File: src/rtl/sfq_map.svh
// Opcodes, status layout and timing constants of the flash command block
`ifndef SFQ_MAP_SVH
`define SFQ_MAP_SVH

// Command opcodes
`define SFQ_OP_SET_WL 8'h06
`define SFQ_OP_CLR_WL 8'h04
`define SFQ_OP_VOL_WE 8'h50
`define SFQ_OP_STAT_RD_LO 8'h05
`define SFQ_OP_STAT_RD_HI 8'h35
`define SFQ_OP_STAT_WR 8'h01
`define SFQ_OP_READ 8'h03
`define SFQ_OP_FAST 8'h0B
`define SFQ_OP_DUAL_OUT 8'h3B
`define SFQ_OP_QUAD_OUT 8'h6B
`define SFQ_OP_DUAL_IO 8'hBB
`define SFQ_OP_MODE_RST 8'hFF

// Continuous mode key in the upper mode nibble
`define SFQ_CONT_KEY 4'hA

// Status register layout
`define SFQ_SR_RESET 16'h0000
`define SFQ_SR_MASK 16'h47FC
`define SFQ_SR_LOW 16'h00FF
`define SFQ_SR_CLR_ONE 16'hBDFF
`define SFQ_BIT_SRP 7

// Per-phase sample counts (last index; status write byte counts are totals)
`define SFQ_CNT_OPC 6'h07
`define SFQ_CNT_ADDR1 6'h17
`define SFQ_CNT_ADDR2 6'h0F
`define SFQ_CNT_DUMMY 6'h07
`define SFQ_CNT_BYTE1 6'h08
`define SFQ_CNT_BYTE2 6'h10
`define SFQ_CNT_MAX 6'h3F

// Line output enables per width
`define SFQ_OE_W1 4'h2
`define SFQ_OE_W2 4'h3
`define SFQ_OE_W4 4'hF

// Pin synchroniser reset: chip select and write protect idle high
`define SFQ_PIN_RESET 7'h60
`define SFQ_UNDERRUN 8'hFF

// Timing and buffering
`define SFQ_CLK_NS 10
`define SFQ_TW_US 5
`define SFQ_BYTE_W 8
`define SFQ_FIFO_DEPTH 4

`endif

File: src/rtl/sfq_pkg.sv
// Types shared by the flash command block
package sfq_pkg;

    // Frame phases, gray coded along opcode-address-dummy-data
    typedef enum logic [2:0] {
        SFQ_IDLE = 3'h0,
        SFQ_OPC = 3'h1,
        SFQ_ADDR = 3'h3,
        SFQ_DUMMY = 3'h2,
        SFQ_DATA = 3'h6,
        SFQ_STAT_IN = 3'h7,
        SFQ_IGNORE = 3'h5
    } sfq_state_t;

    // Lines used per serial clock
    typedef enum logic [1:0] {
        SFQ_W1 = 2'h0,
        SFQ_W2 = 2'h1,
        SFQ_W4 = 2'h2
    } sfq_wid_t;

    // Source of outgoing bytes
    typedef enum logic [1:0] {
        SFQ_SRC_LO = 2'h0,
        SFQ_SRC_HI = 2'h1,
        SFQ_SRC_ARRAY = 2'h2
    } sfq_src_t;

    // Drive of the four data lines
    typedef struct packed {
        logic [3:0] oe;
        logic [3:0] val;
    } sfq_drive_t;

endpackage

File: src/rtl/sfq_flash.sv
// Serial flash command front end with read data buffer
`timescale 1ns/1ps
`include "sfq_map.svh"

// Small synchronous FIFO between array and link shifter
module sfq_fifo #(
    parameter int WIDTH = `SFQ_BYTE_W,
    parameter int DEPTH = `SFQ_FIFO_DEPTH
) (
    // Clock and reset
    input wire logic clock_i,
    input wire logic rstn_i,
    input wire logic flush_i,
    // Fill side
    input wire logic in_valid_i,
    input wire logic [WIDTH-1:0] in_data_i,
    output logic in_ready_o,
    // Drain side
    output logic out_valid_o,
    output logic [WIDTH-1:0] out_data_o,
    input wire logic out_ready_i
);
    localparam int AW = $clog2(DEPTH);
    logic [WIDTH-1:0] mem_q [DEPTH];
    logic [AW-1:0] wr_q;
    logic [AW-1:0] rd_q;
    logic [AW:0] cnt_q;
    wire push = in_valid_i && in_ready_o;
    wire pop = out_valid_o && out_ready_i;

    // Honest full and empty
    assign in_ready_o = cnt_q != (AW+1)'(DEPTH);
    assign out_valid_o = cnt_q != '0;
    assign out_data_o = mem_q[rd_q];

    // Storage
    always_ff @(posedge clock_i) begin
        if (push) begin
            mem_q[wr_q] <= in_data_i;
        end
    end

    // Pointers and fill count
    always_ff @(posedge clock_i) begin
        if (!rstn_i || flush_i) begin
            wr_q <= '0;
            rd_q <= '0;
            cnt_q <= '0;
        end else begin
            wr_q <= AW'(wr_q + (push ? 1 : 0));
            rd_q <= AW'(rd_q + (pop ? 1 : 0));
            cnt_q <= (AW+1)'(cnt_q + (push ? 1 : 0) - (pop ? 1 : 0));
        end
    end
endmodule

// Contract
// - Opcode 06h sets write enable latch
// - Opcode 04h clears write enable latch
// - Latch clears at reset and operation end
// - 05h/35h stream status low/high byte repeatedly
// - Status reads accepted even while busy
// - Status write needs latch set first (code also accepts it straight after volatile enable 50h, latch clear)
// - Bits 15,13,12,11,1,0 never written
// - Status write ends after 8/16 bits only
// - One-byte write clears complement and quad
// - Timed cycle holds progress flag, clears latch
// - Protect bits follow pin; hardware protect blocks
// - Volatile enable must directly precede status write
// - Volatile enable never sets write latch
// - Plain read: 24-bit address, auto increment
// - Reads rejected while internal cycle runs
// - Fast read adds one dummy byte
// - Dual output: line 1 odd, line 0 even
// - Quad output: lines 3..0 carry nibbles
// - Dual I/O address and mode two bits/clock
// - Mode Ax skips opcode on next frame
module sfq_flash #(
    parameter int unsigned TW_CYCLES = `SFQ_TW_US * 1000 / `SFQ_CLK_NS
) (
    // Clock and reset
    input wire logic clock_i,
    input wire logic rstn_i,
    // Link pins
    input wire logic cs_n_i,
    input wire logic sclk_i,
    input wire logic wp_n_i,
    input wire logic [3:0] line_i,
    output logic [3:0] line_o,
    output logic [3:0] line_oe_o,
    // Array side
    input wire logic busy_i,
    input wire logic op_done_i,
    output logic [23:0] mem_addr_o,
    output logic mem_fetch_o,
    input wire logic mem_valid_i,
    input wire logic [7:0] mem_data_i,
    output logic mem_ready_o,
    // Status view
    output logic [15:0] status_o,
    output logic write_enable_latch_o,
    output logic write_in_progress_o,
    output logic cont_mode_o
);
    import sfq_pkg::*;

    // Bits shifted per clock for a width
    function automatic logic [2:0] sfq_step(input sfq_wid_t w);
        unique case (w)
            SFQ_W2: return 3'h2;
            SFQ_W4: return 3'h4;
            default: return 3'h1;
        endcase
    endfunction

    // Top bits of a byte onto the lines
    function automatic sfq_drive_t sfq_map(input logic [7:0] b,
                                           input sfq_wid_t w);
        sfq_drive_t d;
        d = '0;
        unique case (w)
            SFQ_W1: begin
                d.oe = `SFQ_OE_W1;
                d.val = {2'b00, b[7], 1'b0};
            end
            SFQ_W2: begin
                d.oe = `SFQ_OE_W2;
                d.val = {2'b00, b[7:6]};
            end
            default: begin
                d.oe = `SFQ_OE_W4;
                d.val = b[7:4];
            end
        endcase
        return d;
    endfunction

    logic [6:0] meta_q, sync_q, prev_q;
    sfq_state_t state_q, state_d;
    sfq_wid_t owid_q, owid_d;
    sfq_src_t src_q, src_d;
    sfq_drive_t drive_q, drive_d;
    logic dual_q, dual_d, dum_q, dum_d;
    logic [5:0] cnt_q, cnt_d;
    logic [31:0] in_q;
    logic [7:0] sh_q;
    logic [2:0] ocnt_q;
    logic [15:0] sr_q;
    logic wel_q, vwe_q, vuse_q, wip_q, cont_q, fetch_q;
    logic [31:0] tcnt_q;
    logic [23:0] addr_q;
    logic ff_in_ready, ff_valid;
    logic [7:0] ff_data;

    // Two-stage synchroniser, third stage for edges
    always_ff @(posedge clock_i) begin
        if (!rstn_i) begin
            meta_q <= `SFQ_PIN_RESET;
            sync_q <= `SFQ_PIN_RESET;
            prev_q <= `SFQ_PIN_RESET;
        end else begin
            meta_q <= {wp_n_i, cs_n_i, sclk_i, line_i};
            sync_q <= meta_q;
            prev_q <= sync_q;
        end
    end

    // Pin events
    wire [3:0] lin = sync_q[3:0];
    wire cs_act = !sync_q[5];
    wire cs_fall = !sync_q[5] && prev_q[5];
    wire cs_rise = sync_q[5] && !prev_q[5];
    wire wp_low = !sync_q[6];
    wire rise = sync_q[4] && !prev_q[4] && cs_act;
    wire fall = !sync_q[4] && prev_q[4] && cs_act;

    // Incoming bits, one or two lines
    wire [31:0] in_next = dual_q ? {in_q[29:0], lin[1], lin[0]}
                                 : {in_q[30:0], lin[0]};
    wire [7:0] opc = in_next[7:0];
    wire opc_done = rise && state_q == SFQ_OPC
                    && cnt_q == `SFQ_CNT_OPC;
    wire [5:0] addr_last = dual_q ? `SFQ_CNT_ADDR2 : `SFQ_CNT_ADDR1;
    wire addr_done = rise && state_q == SFQ_ADDR
                     && cnt_q == addr_last;
    wire dummy_done = rise && state_q == SFQ_DUMMY
                      && cnt_q == `SFQ_CNT_DUMMY;

    // Guards for busy and protection
    wire busy_all = busy_i || wip_q;
    wire hw_prot = sr_q[`SFQ_BIT_SRP] && wp_low;
    wire wr_ok = (wel_q || vwe_q) && !hw_prot;
    wire [15:0] sr_view = {sr_q[15:2], wel_q, busy_all};

    // Frame sequencing
    always_comb begin
        state_d = state_q;
        dual_d = dual_q;
        owid_d = owid_q;
        dum_d = dum_q;
        src_d = src_q;
        cnt_d = cnt_q;
        if (rise && cnt_q != `SFQ_CNT_MAX) begin
            cnt_d = cnt_q + 6'h01;
        end
        if (cs_rise || !cs_act) begin
            state_d = SFQ_IDLE;
        end else if (cs_fall) begin
            cnt_d = '0;
            dual_d = cont_q;
            owid_d = SFQ_W2;
            dum_d = 1'b0;
            src_d = SFQ_SRC_ARRAY;
            if (!cont_q) begin
                state_d = SFQ_OPC;
            end else begin
                state_d = busy_all ? SFQ_IGNORE : SFQ_ADDR;
            end
        end else if (opc_done) begin
            cnt_d = '0;
            dual_d = 1'b0;
            dum_d = 1'b0;
            owid_d = SFQ_W1;
            state_d = SFQ_IGNORE;
            case (opc)
                `SFQ_OP_STAT_RD_LO, `SFQ_OP_STAT_RD_HI: begin
                    state_d = SFQ_DATA;
                    src_d = (opc == `SFQ_OP_STAT_RD_HI) ? SFQ_SRC_HI
                                                        : SFQ_SRC_LO;
                end
                `SFQ_OP_STAT_WR: begin
                    state_d = wr_ok ? SFQ_STAT_IN : SFQ_IGNORE;
                end
                `SFQ_OP_READ, `SFQ_OP_FAST, `SFQ_OP_DUAL_OUT,
                `SFQ_OP_QUAD_OUT, `SFQ_OP_DUAL_IO: begin
                    state_d = busy_all ? SFQ_IGNORE : SFQ_ADDR;
                    src_d = SFQ_SRC_ARRAY;
                    dual_d = opc == `SFQ_OP_DUAL_IO;
                    dum_d = opc != `SFQ_OP_READ
                            && opc != `SFQ_OP_DUAL_IO;
                    if (opc == `SFQ_OP_QUAD_OUT) begin
                        owid_d = SFQ_W4;
                    end else if (opc == `SFQ_OP_DUAL_OUT
                                 || opc == `SFQ_OP_DUAL_IO) begin
                        owid_d = SFQ_W2;
                    end
                end
                default: state_d = SFQ_IGNORE;
            endcase
        end else if (addr_done) begin
            cnt_d = '0;
            state_d = dum_q ? SFQ_DUMMY : SFQ_DATA;
        end else if (dummy_done) begin
            cnt_d = '0;
            state_d = SFQ_DATA;
        end
    end

    // Phase registers
    always_ff @(posedge clock_i) begin
        if (!rstn_i) begin
            state_q <= SFQ_IDLE;
            dual_q <= 1'b0;
            owid_q <= SFQ_W1;
            dum_q <= 1'b0;
            src_q <= SFQ_SRC_LO;
            cnt_q <= '0;
        end else begin
            state_q <= state_d;
            dual_q <= dual_d;
            owid_q <= owid_d;
            dum_q <= dum_d;
            src_q <= src_d;
            cnt_q <= cnt_d;
        end
    end

    // Input shift register on rising link clock
    always_ff @(posedge clock_i) begin
        if (!rstn_i || cs_fall) begin
            in_q <= '0;
        end else if (rise) begin
            in_q <= in_next;
        end
    end

    // Outgoing byte selection and line drive
    wire data_fall = fall && state_q == SFQ_DATA;
    wire load = data_fall && ocnt_q == 3'h0;
    wire [7:0] stat_byte = (src_q == SFQ_SRC_HI) ? sr_view[15:8]
                                                 : sr_view[7:0];
    wire [7:0] arr_byte = ff_valid ? ff_data : `SFQ_UNDERRUN;
    wire [7:0] new_byte = (src_q == SFQ_SRC_ARRAY) ? arr_byte : stat_byte;
    wire [7:0] cur_byte = load ? new_byte : sh_q;
    wire [2:0] step = sfq_step(owid_q);
    wire pop = load && src_q == SFQ_SRC_ARRAY;
    assign drive_d = (cs_rise || !cs_act || cs_fall) ? '0
                   : data_fall ? sfq_map(cur_byte, owid_q)
                   : drive_q;

    // Output shifter on falling link clock
    always_ff @(posedge clock_i) begin
        if (!rstn_i || cs_fall) begin
            sh_q <= '0;
            ocnt_q <= '0;
        end else if (data_fall) begin
            sh_q <= 8'(cur_byte << step);
            ocnt_q <= 3'(ocnt_q + step);
        end
    end

    always_ff @(posedge clock_i) begin
        if (!rstn_i) begin
            drive_q <= '0;
        end else begin
            drive_q <= drive_d;
        end
    end

    // Status write acceptance at frame end
    wire sw_end = cs_rise && state_q == SFQ_STAT_IN;
    wire two = cnt_q == `SFQ_CNT_BYTE2;
    wire sw_ok = sw_end && (two || cnt_q == `SFQ_CNT_BYTE1);
    wire [15:0] sw_val = two ? {in_q[7:0], in_q[15:8]} : {8'h00, in_q[7:0]};
    wire [15:0] sw_mask = two ? `SFQ_SR_MASK
                              : (`SFQ_SR_MASK & `SFQ_SR_LOW);
    wire [15:0] sw_new = (sr_q & ~sw_mask) | (sw_val & sw_mask);
    wire [15:0] sr_next = two ? sw_new : (sw_new & `SFQ_SR_CLR_ONE);

    always_ff @(posedge clock_i) begin
        if (!rstn_i) begin
            sr_q <= `SFQ_SR_RESET;
        end else if (sw_ok) begin
            sr_q <= sr_next;
        end
    end

    // Self-timed status write cycle
    wire tw_done = wip_q && tcnt_q == TW_CYCLES - 1;
    always_ff @(posedge clock_i) begin
        if (!rstn_i) begin
            wip_q <= 1'b0;
            tcnt_q <= '0;
        end else if (sw_ok && !vuse_q) begin
            wip_q <= 1'b1;
            tcnt_q <= '0;
        end else if (tw_done) begin
            wip_q <= 1'b0;
        end else if (wip_q) begin
            tcnt_q <= tcnt_q + 32'h1;
        end
    end

    // Write enable latch, set wins over clear
    wire wel_set = opc_done && opc == `SFQ_OP_SET_WL;
    wire wel_clr = (opc_done && opc == `SFQ_OP_CLR_WL)
                   || tw_done || op_done_i;
    always_ff @(posedge clock_i) begin
        if (!rstn_i) begin
            wel_q <= 1'b0;
        end else begin
            wel_q <= wel_set || (wel_q && !wel_clr);
        end
    end

    // Volatile enable, cancelled by any other command
    wire vwe_cancel = opc_done || (cs_fall && cont_q);
    always_ff @(posedge clock_i) begin
        if (!rstn_i) begin
            vwe_q <= 1'b0;
            vuse_q <= 1'b0;
        end else begin
            if (vwe_cancel) begin
                vwe_q <= opc_done && opc == `SFQ_OP_VOL_WE;
            end
            if (opc_done && opc == `SFQ_OP_STAT_WR) begin
                vuse_q <= vwe_q;
            end
        end
    end

    // Continuous read mode bits
    always_ff @(posedge clock_i) begin
        if (!rstn_i) begin
            cont_q <= 1'b0;
        end else if (addr_done && dual_q) begin
            cont_q <= in_next[7:4] == `SFQ_CONT_KEY;
        end else if (opc_done && opc == `SFQ_OP_MODE_RST) begin
            cont_q <= 1'b0;
        end
    end

    // Array fetch address, one increment per byte taken
    always_ff @(posedge clock_i) begin
        if (!rstn_i) begin
            addr_q <= '0;
            fetch_q <= 1'b0;
        end else if (cs_rise || !cs_act) begin
            fetch_q <= 1'b0;
        end else if (addr_done) begin
            addr_q <= dual_q ? in_next[31:8] : in_next[23:0];
            fetch_q <= 1'b1;
        end else if (mem_ready_o && mem_valid_i) begin
            addr_q <= addr_q + 24'h1;
        end
    end

    sfq_fifo #(
        .WIDTH(`SFQ_BYTE_W),
        .DEPTH(`SFQ_FIFO_DEPTH)
    ) u_fifo (
        .clock_i(clock_i),
        .rstn_i(rstn_i),
        .flush_i(cs_rise || cs_fall),
        .in_valid_i(mem_valid_i && fetch_q),
        .in_data_i(mem_data_i),
        .in_ready_o(ff_in_ready),
        .out_valid_o(ff_valid),
        .out_data_o(ff_data),
        .out_ready_i(pop)
    );

    // Port drive
    assign line_o = drive_q.val;
    assign line_oe_o = drive_q.oe;
    assign mem_addr_o = addr_q;
    assign mem_fetch_o = fetch_q;
    assign mem_ready_o = ff_in_ready && fetch_q && cs_act;
    assign status_o = sr_view;
    assign write_enable_latch_o = wel_q;
    assign write_in_progress_o = busy_all;
    assign cont_mode_o = cont_q;
endmodule

File: config.mk
export PLATFORM = sky130hd
export DESIGN_NAME = sfq_flash
export DESIGN_NICKNAME = d
export VERILOG_FILES = /design/src/rtl/sfq_pkg.sv /design/src/rtl/sfq_flash.sv
export VERILOG_INCLUDE_DIRS = /design/src /design/src/rtl
export SDC_FILE = /design/constraint.sdc
export NUM_CORES = 1
export LEC_CHECK = 0
export ABC_CLOCK_PERIOD_IN_PS = 2500
export BUFFER_PORTS_ARGS = -buffer_cell sky130_fd_sc_hd__buf_2
export CORE_ASPECT_RATIO = 0.5
export CORE_MARGIN = 1.5
export CORE_UTILIZATION = 50
export DETAILED_ROUTE_END_ITERATION = 12
export GPL_ROUTABILITY_DRIVEN = 0
export PLACE_DENSITY_LB_ADDON = 0.12
export SYNTH_ARGS = -nofsm -noshare
export SYNTH_HDL_FRONTEND = slang
export SYNTH_SLANG_ARGS = --single-unit
export TNS_END_PERCENT = 100
File: constraint.sdc
create_clock -name clock_i -period 2.5 [get_ports clock_i]
set_input_delay 0.25 -clock clock_i [delete_from_list [all_inputs] [get_ports clock_i]]
set_output_delay 0.25 -clock clock_i [all_outputs]
set_load 0.1 [all_outputs]
==> reports/results.tsv <==
metric	value	unit
Initial Util	51.1	%
cell count of the worst reg-to-reg path	7	
GR Layer Usage met2	37.2	%
Seq/Total Area, Yosys	42.9	%
DRT iter0 DRCs	671	
critical path's largest stage delay	0.59	ns
YS warnings	0	
Die Ht	100	um
Worst Tran Pin Value	0.688	ns
CP startpoint	state_q[0]$_SDFFE_PP0P_	
Chip Width	197	um
Synth Register Bits	186	
CTS tree	built	
Global Route met3 Usage	4.64	%
cell mode on critical path	o31ai_1	
core box area	0.0184	mm^2
Hold WC Path Type	in -> reg	
combinational power share	3.4	%
R2R Path Start	state_q[0]$_SDFFE_PP0P_	
Mapped Area	0.00942	mm^2
drt via density	5.77	
Synth async-reset ratio	0	%
DRC Markers	0	
worst slack at placement	0.131	ns
antenna fix cells	0	
internal power	0.00443	W
R2R Path End	sh_q[7]$_SDFFE_PP0N_	
global route total overflow	0	
Synth cell types	76	
sum of negative setup slack	0	ns
Root Buffer	clkbuf_16	
Compound-Gate Fraction of Synth Area	18.4	%
status	finished clean	
Worst-path clk slew	0.07	ns
IO buf count	66	
Sink Count	186	
via count of the first global-routing pass	7462	
worst path cell trace	buf_4 -> or4b_4 -> o31ai_1 -> o31ai_1 -> mux2_2 -> mux2i_1 -> o211ai_1	
Max FO, Critical Path	6	
xor/xnor cell area share of the yosys netlist	3.07	%
Psw	0.00146	W
Leakage	3.68	nW
GR Util All Layers	25.3	%
Clock Power Share	44.5	%
delay-heaviest family, CP	simple AND/OR/NAND/NOR gates	
Post-Synth Adder-Cell Area	2.55	%
crit end category	register	
Cells after DPL	1366	
combinational family with the most area after synthesis	simple AND/OR/NAND/NOR gates	
Area Overhead vs Synth	14.7	%
post-synthesis mux area share	5.37	%
I/O pins	73	
Critical Path Start Type	register	
Tmin final	2.31	ns
first-pass detailed-route iteration total	5	
simple logic cell fraction of the synthesized area	22.7	%
GRT busiest layer	met1	
slowest CP cell	or4b_4	
R2R Setup Slk	0.19	ns
number of synthesized flops with an enable pin	32	
grt met1 use	37.6	%
post-route insts no fill	1402	
Detailed Route WL	24.1	mm
power density over cell area	545	mW/mm^2
RSZ-0062 raised after global routing	false	
DR vias	8085	
Clock Skew	0.0150	ns
CTS Buffer Depth	2	
hold_ws	0.0301	ns
kind of critical path	reg -> reg	
buffers and inverters on the worst path	1	
Final setup violation count	0	
share of cells above drive strength 1	16.7	%
Slew HR	53.7	%
first-pass GRT wire length	39.2	mm
htree depth	4	
sequential share of power	52.1	%
Routed Antenna Nets	0	
syn_area_per_cell	8.85	um^2
routed wire length per instance	17.2	um
HPWL after detailed placement	16.9	mm
final worst path period share	92.4	%
Design Area, Final	0.0108	mm^2
Hold Violations, Final	0	
largest net degree at the start of global routing	66	
max-slew violations	0	
Total Nets Final	1168	
Post-DP Area	0.0102	mm^2
num rows	35	
max-cap violation count	0	
total CTS buffers	17	
Skew-Pair Late Insertion Delay	0.44	ns
fmax	433	MHz
Worst Path Required	2.81	ns
sw frac	24.8	%
end of the critical path	sh_q[7]$_SDFFE_PP0N_	
Setup WS post-layout	0.189	ns
worst vdd ir	0.000500	V
Arrival @ worst endpoint	2.62	ns
Top FF cell, synth	dfxtp_1	
Syn Inst Count	1065	
die area	0.0197	mm^2
critical path depth	7	
initial antenna violation count	0	
-- state kept, by name (all words and copies together), names as in the netlist, 4 cells and up, named ones only --
signal	count
cnt_q	6
in_q	30
line_o	4
mem_addr_o	24
meta_q	5
sh_q	8
sr_q	8
sync_q	5
tcnt_q	32
u_fifo.mem_q	32
-- cell usage after synthesis (5+ instances only) --
| library cell | n | area (um^2) |
|---|---|---|
| inv_1 | 34 | 128 |
| mux4_2 | 8 | 180 |
| xor2_1 | 15 | 131 |
| edfxtp_1 | 32 | 961 |
| nand2_1 | 58 | 218 |
| buf_2 | 20 | 100 |
| a21oi_1 | 80 | 400 |
| clkbuf_1 | 43 | 161 |
| a22oi_1 | 8 | 60.1 |
| ha_1 | 16 | 200 |
| nor4_1 | 9 | 56.3 |
| and2_1 | 21 | 131 |
| nand2b_1 | 15 | 93.8 |
| o31ai_1 | 8 | 60.1 |
| xnor2_1 | 18 | 158 |
| nand4_1 | 21 | 131 |
| o221a_1 | 8 | 90.1 |
| nor2b_1 | 20 | 125 |
| or3_1 | 16 | 100 |
| a31oi_1 | 7 | 43.8 |
| o21ai_0 | 40 | 200 |
| and3_1 | 16 | 100 |
| nor3_1 | 38 | 190 |
| nand3_1 | 33 | 165 |
| dfxtp_1 | 154 | 3080 |
| a211oi_1 | 45 | 338 |
| mux2i_1 | 28 | 280 |
| nor2_1 | 138 | 518 |
| a41oi_1 | 5 | 43.8 |
| o22ai_1 | 6 | 37.5 |
| nor3b_1 | 6 | 45.0 |
| buf_4 | 7 | 52.6 |
| a311oi_1 | 6 | 52.6 |
-- layout by cell type, fill, tap and decap left out, types with 9 or more instances in the layout --
cell,count
buf_2,66
nor4_1,9
dfxtp_1,143
xnor2_1,18
ha_1,16
dfxtp_2,11
o21ai_0,40
xor2_1,15
and3_1,16
nand4_1,21
nand3_1,33
inv_1,34
nor3_1,37
or3_1,16
and2_1,21
a211oi_1,45
edfxtp_1,32
nand2_1,58
mux2i_1,28
a21oi_1,80
nor2_1,137
nand2b_1,15
buf_4,43
clkbuf_16,17
nor2b_1,20
-- metrics by stage --
stage | power [W] | utilization [%]
after floorplan | 0.00327 | -
after global placement | 0.00333 | 55.3
after detailed placement | 0.00333 | 55.3
after CTS | 0.00593 | 58.6
after global routing | 0.00606 | 58.6
final | 0.00588 | 58.6
-- cell families (layout without fill, tap and decap cells) --
logic type,Yosys count,count (layout)
simple gates,418,418
compound gates,260,260
flops,186,186
buf+inv,109,184
mux,40,40
xor+xnor,33,33
fa+ha+maj,18,18
other cells,1,4
-- layer usage --
layer,part of all wire [%],vias up
li1,-,3995
met4,1.2,0
met2,43,229
met1,50,3835
met5,0,-
met3,6.4,26
-- worst min-delay path by stage --
stage                          from  cells after the start                            to  slack (ns)
2_1_floorplan         mem_data_i[0]                      0  u_fifo.mem_q[0][0]$_DFFE_PP_        0.35
5_1_grt               mem_data_i[6]                      1  u_fifo.mem_q[2][6]$_DFFE_PP_        0.02
3_5_place_dp   meta_q[6]$_SDFF_PN1_                      1          sync_q[6]$_SDFF_PN1_        0.40
4_1_cts                      cs_n_i                      2          meta_q[5]$_SDFF_PN1_        0.01
3_3_place_gp   meta_q[5]$_SDFF_PN1_                      1          sync_q[5]$_SDFF_PN1_        0.39
6_report                     cs_n_i                      2          meta_q[5]$_SDFF_PN1_        0.03
-- power groups by stage --
stage	combinational, W	clock (W)	sequential [W]
after floorplan	0.000137	0	0.00313
after global placement	0.000191	0	0.00314
after detailed placement	0.000193	0	0.00314
after CTS	0.000198	0.00267	0.00307
after global routing	0.000215	0.00278	0.00307
final	0.000200	0.00262	0.00307
-- final cells by class --
class | count | area (um^2)
Inverter | 34 | 128
Clock inverter | 15 | 136
Multi-Input combinational cell | 773 | 4940
Sequential cell | 186 | 4060
Tap cell | 259 | 324
Timing Repair Buffer | 118 | 793
Clock buffer | 17 | 425
Fill cell | 1636 | 7630
-- repair_timing --
item,4_1_cts,5_1_grt
gates resized for setup,0,1
setup endpoints to repair,0,1
endpoints found under the hold margin,4,0
hold buffers,4,0
setup buffers,0,0
Note: power is estimated with default switching activity, not from simulation.
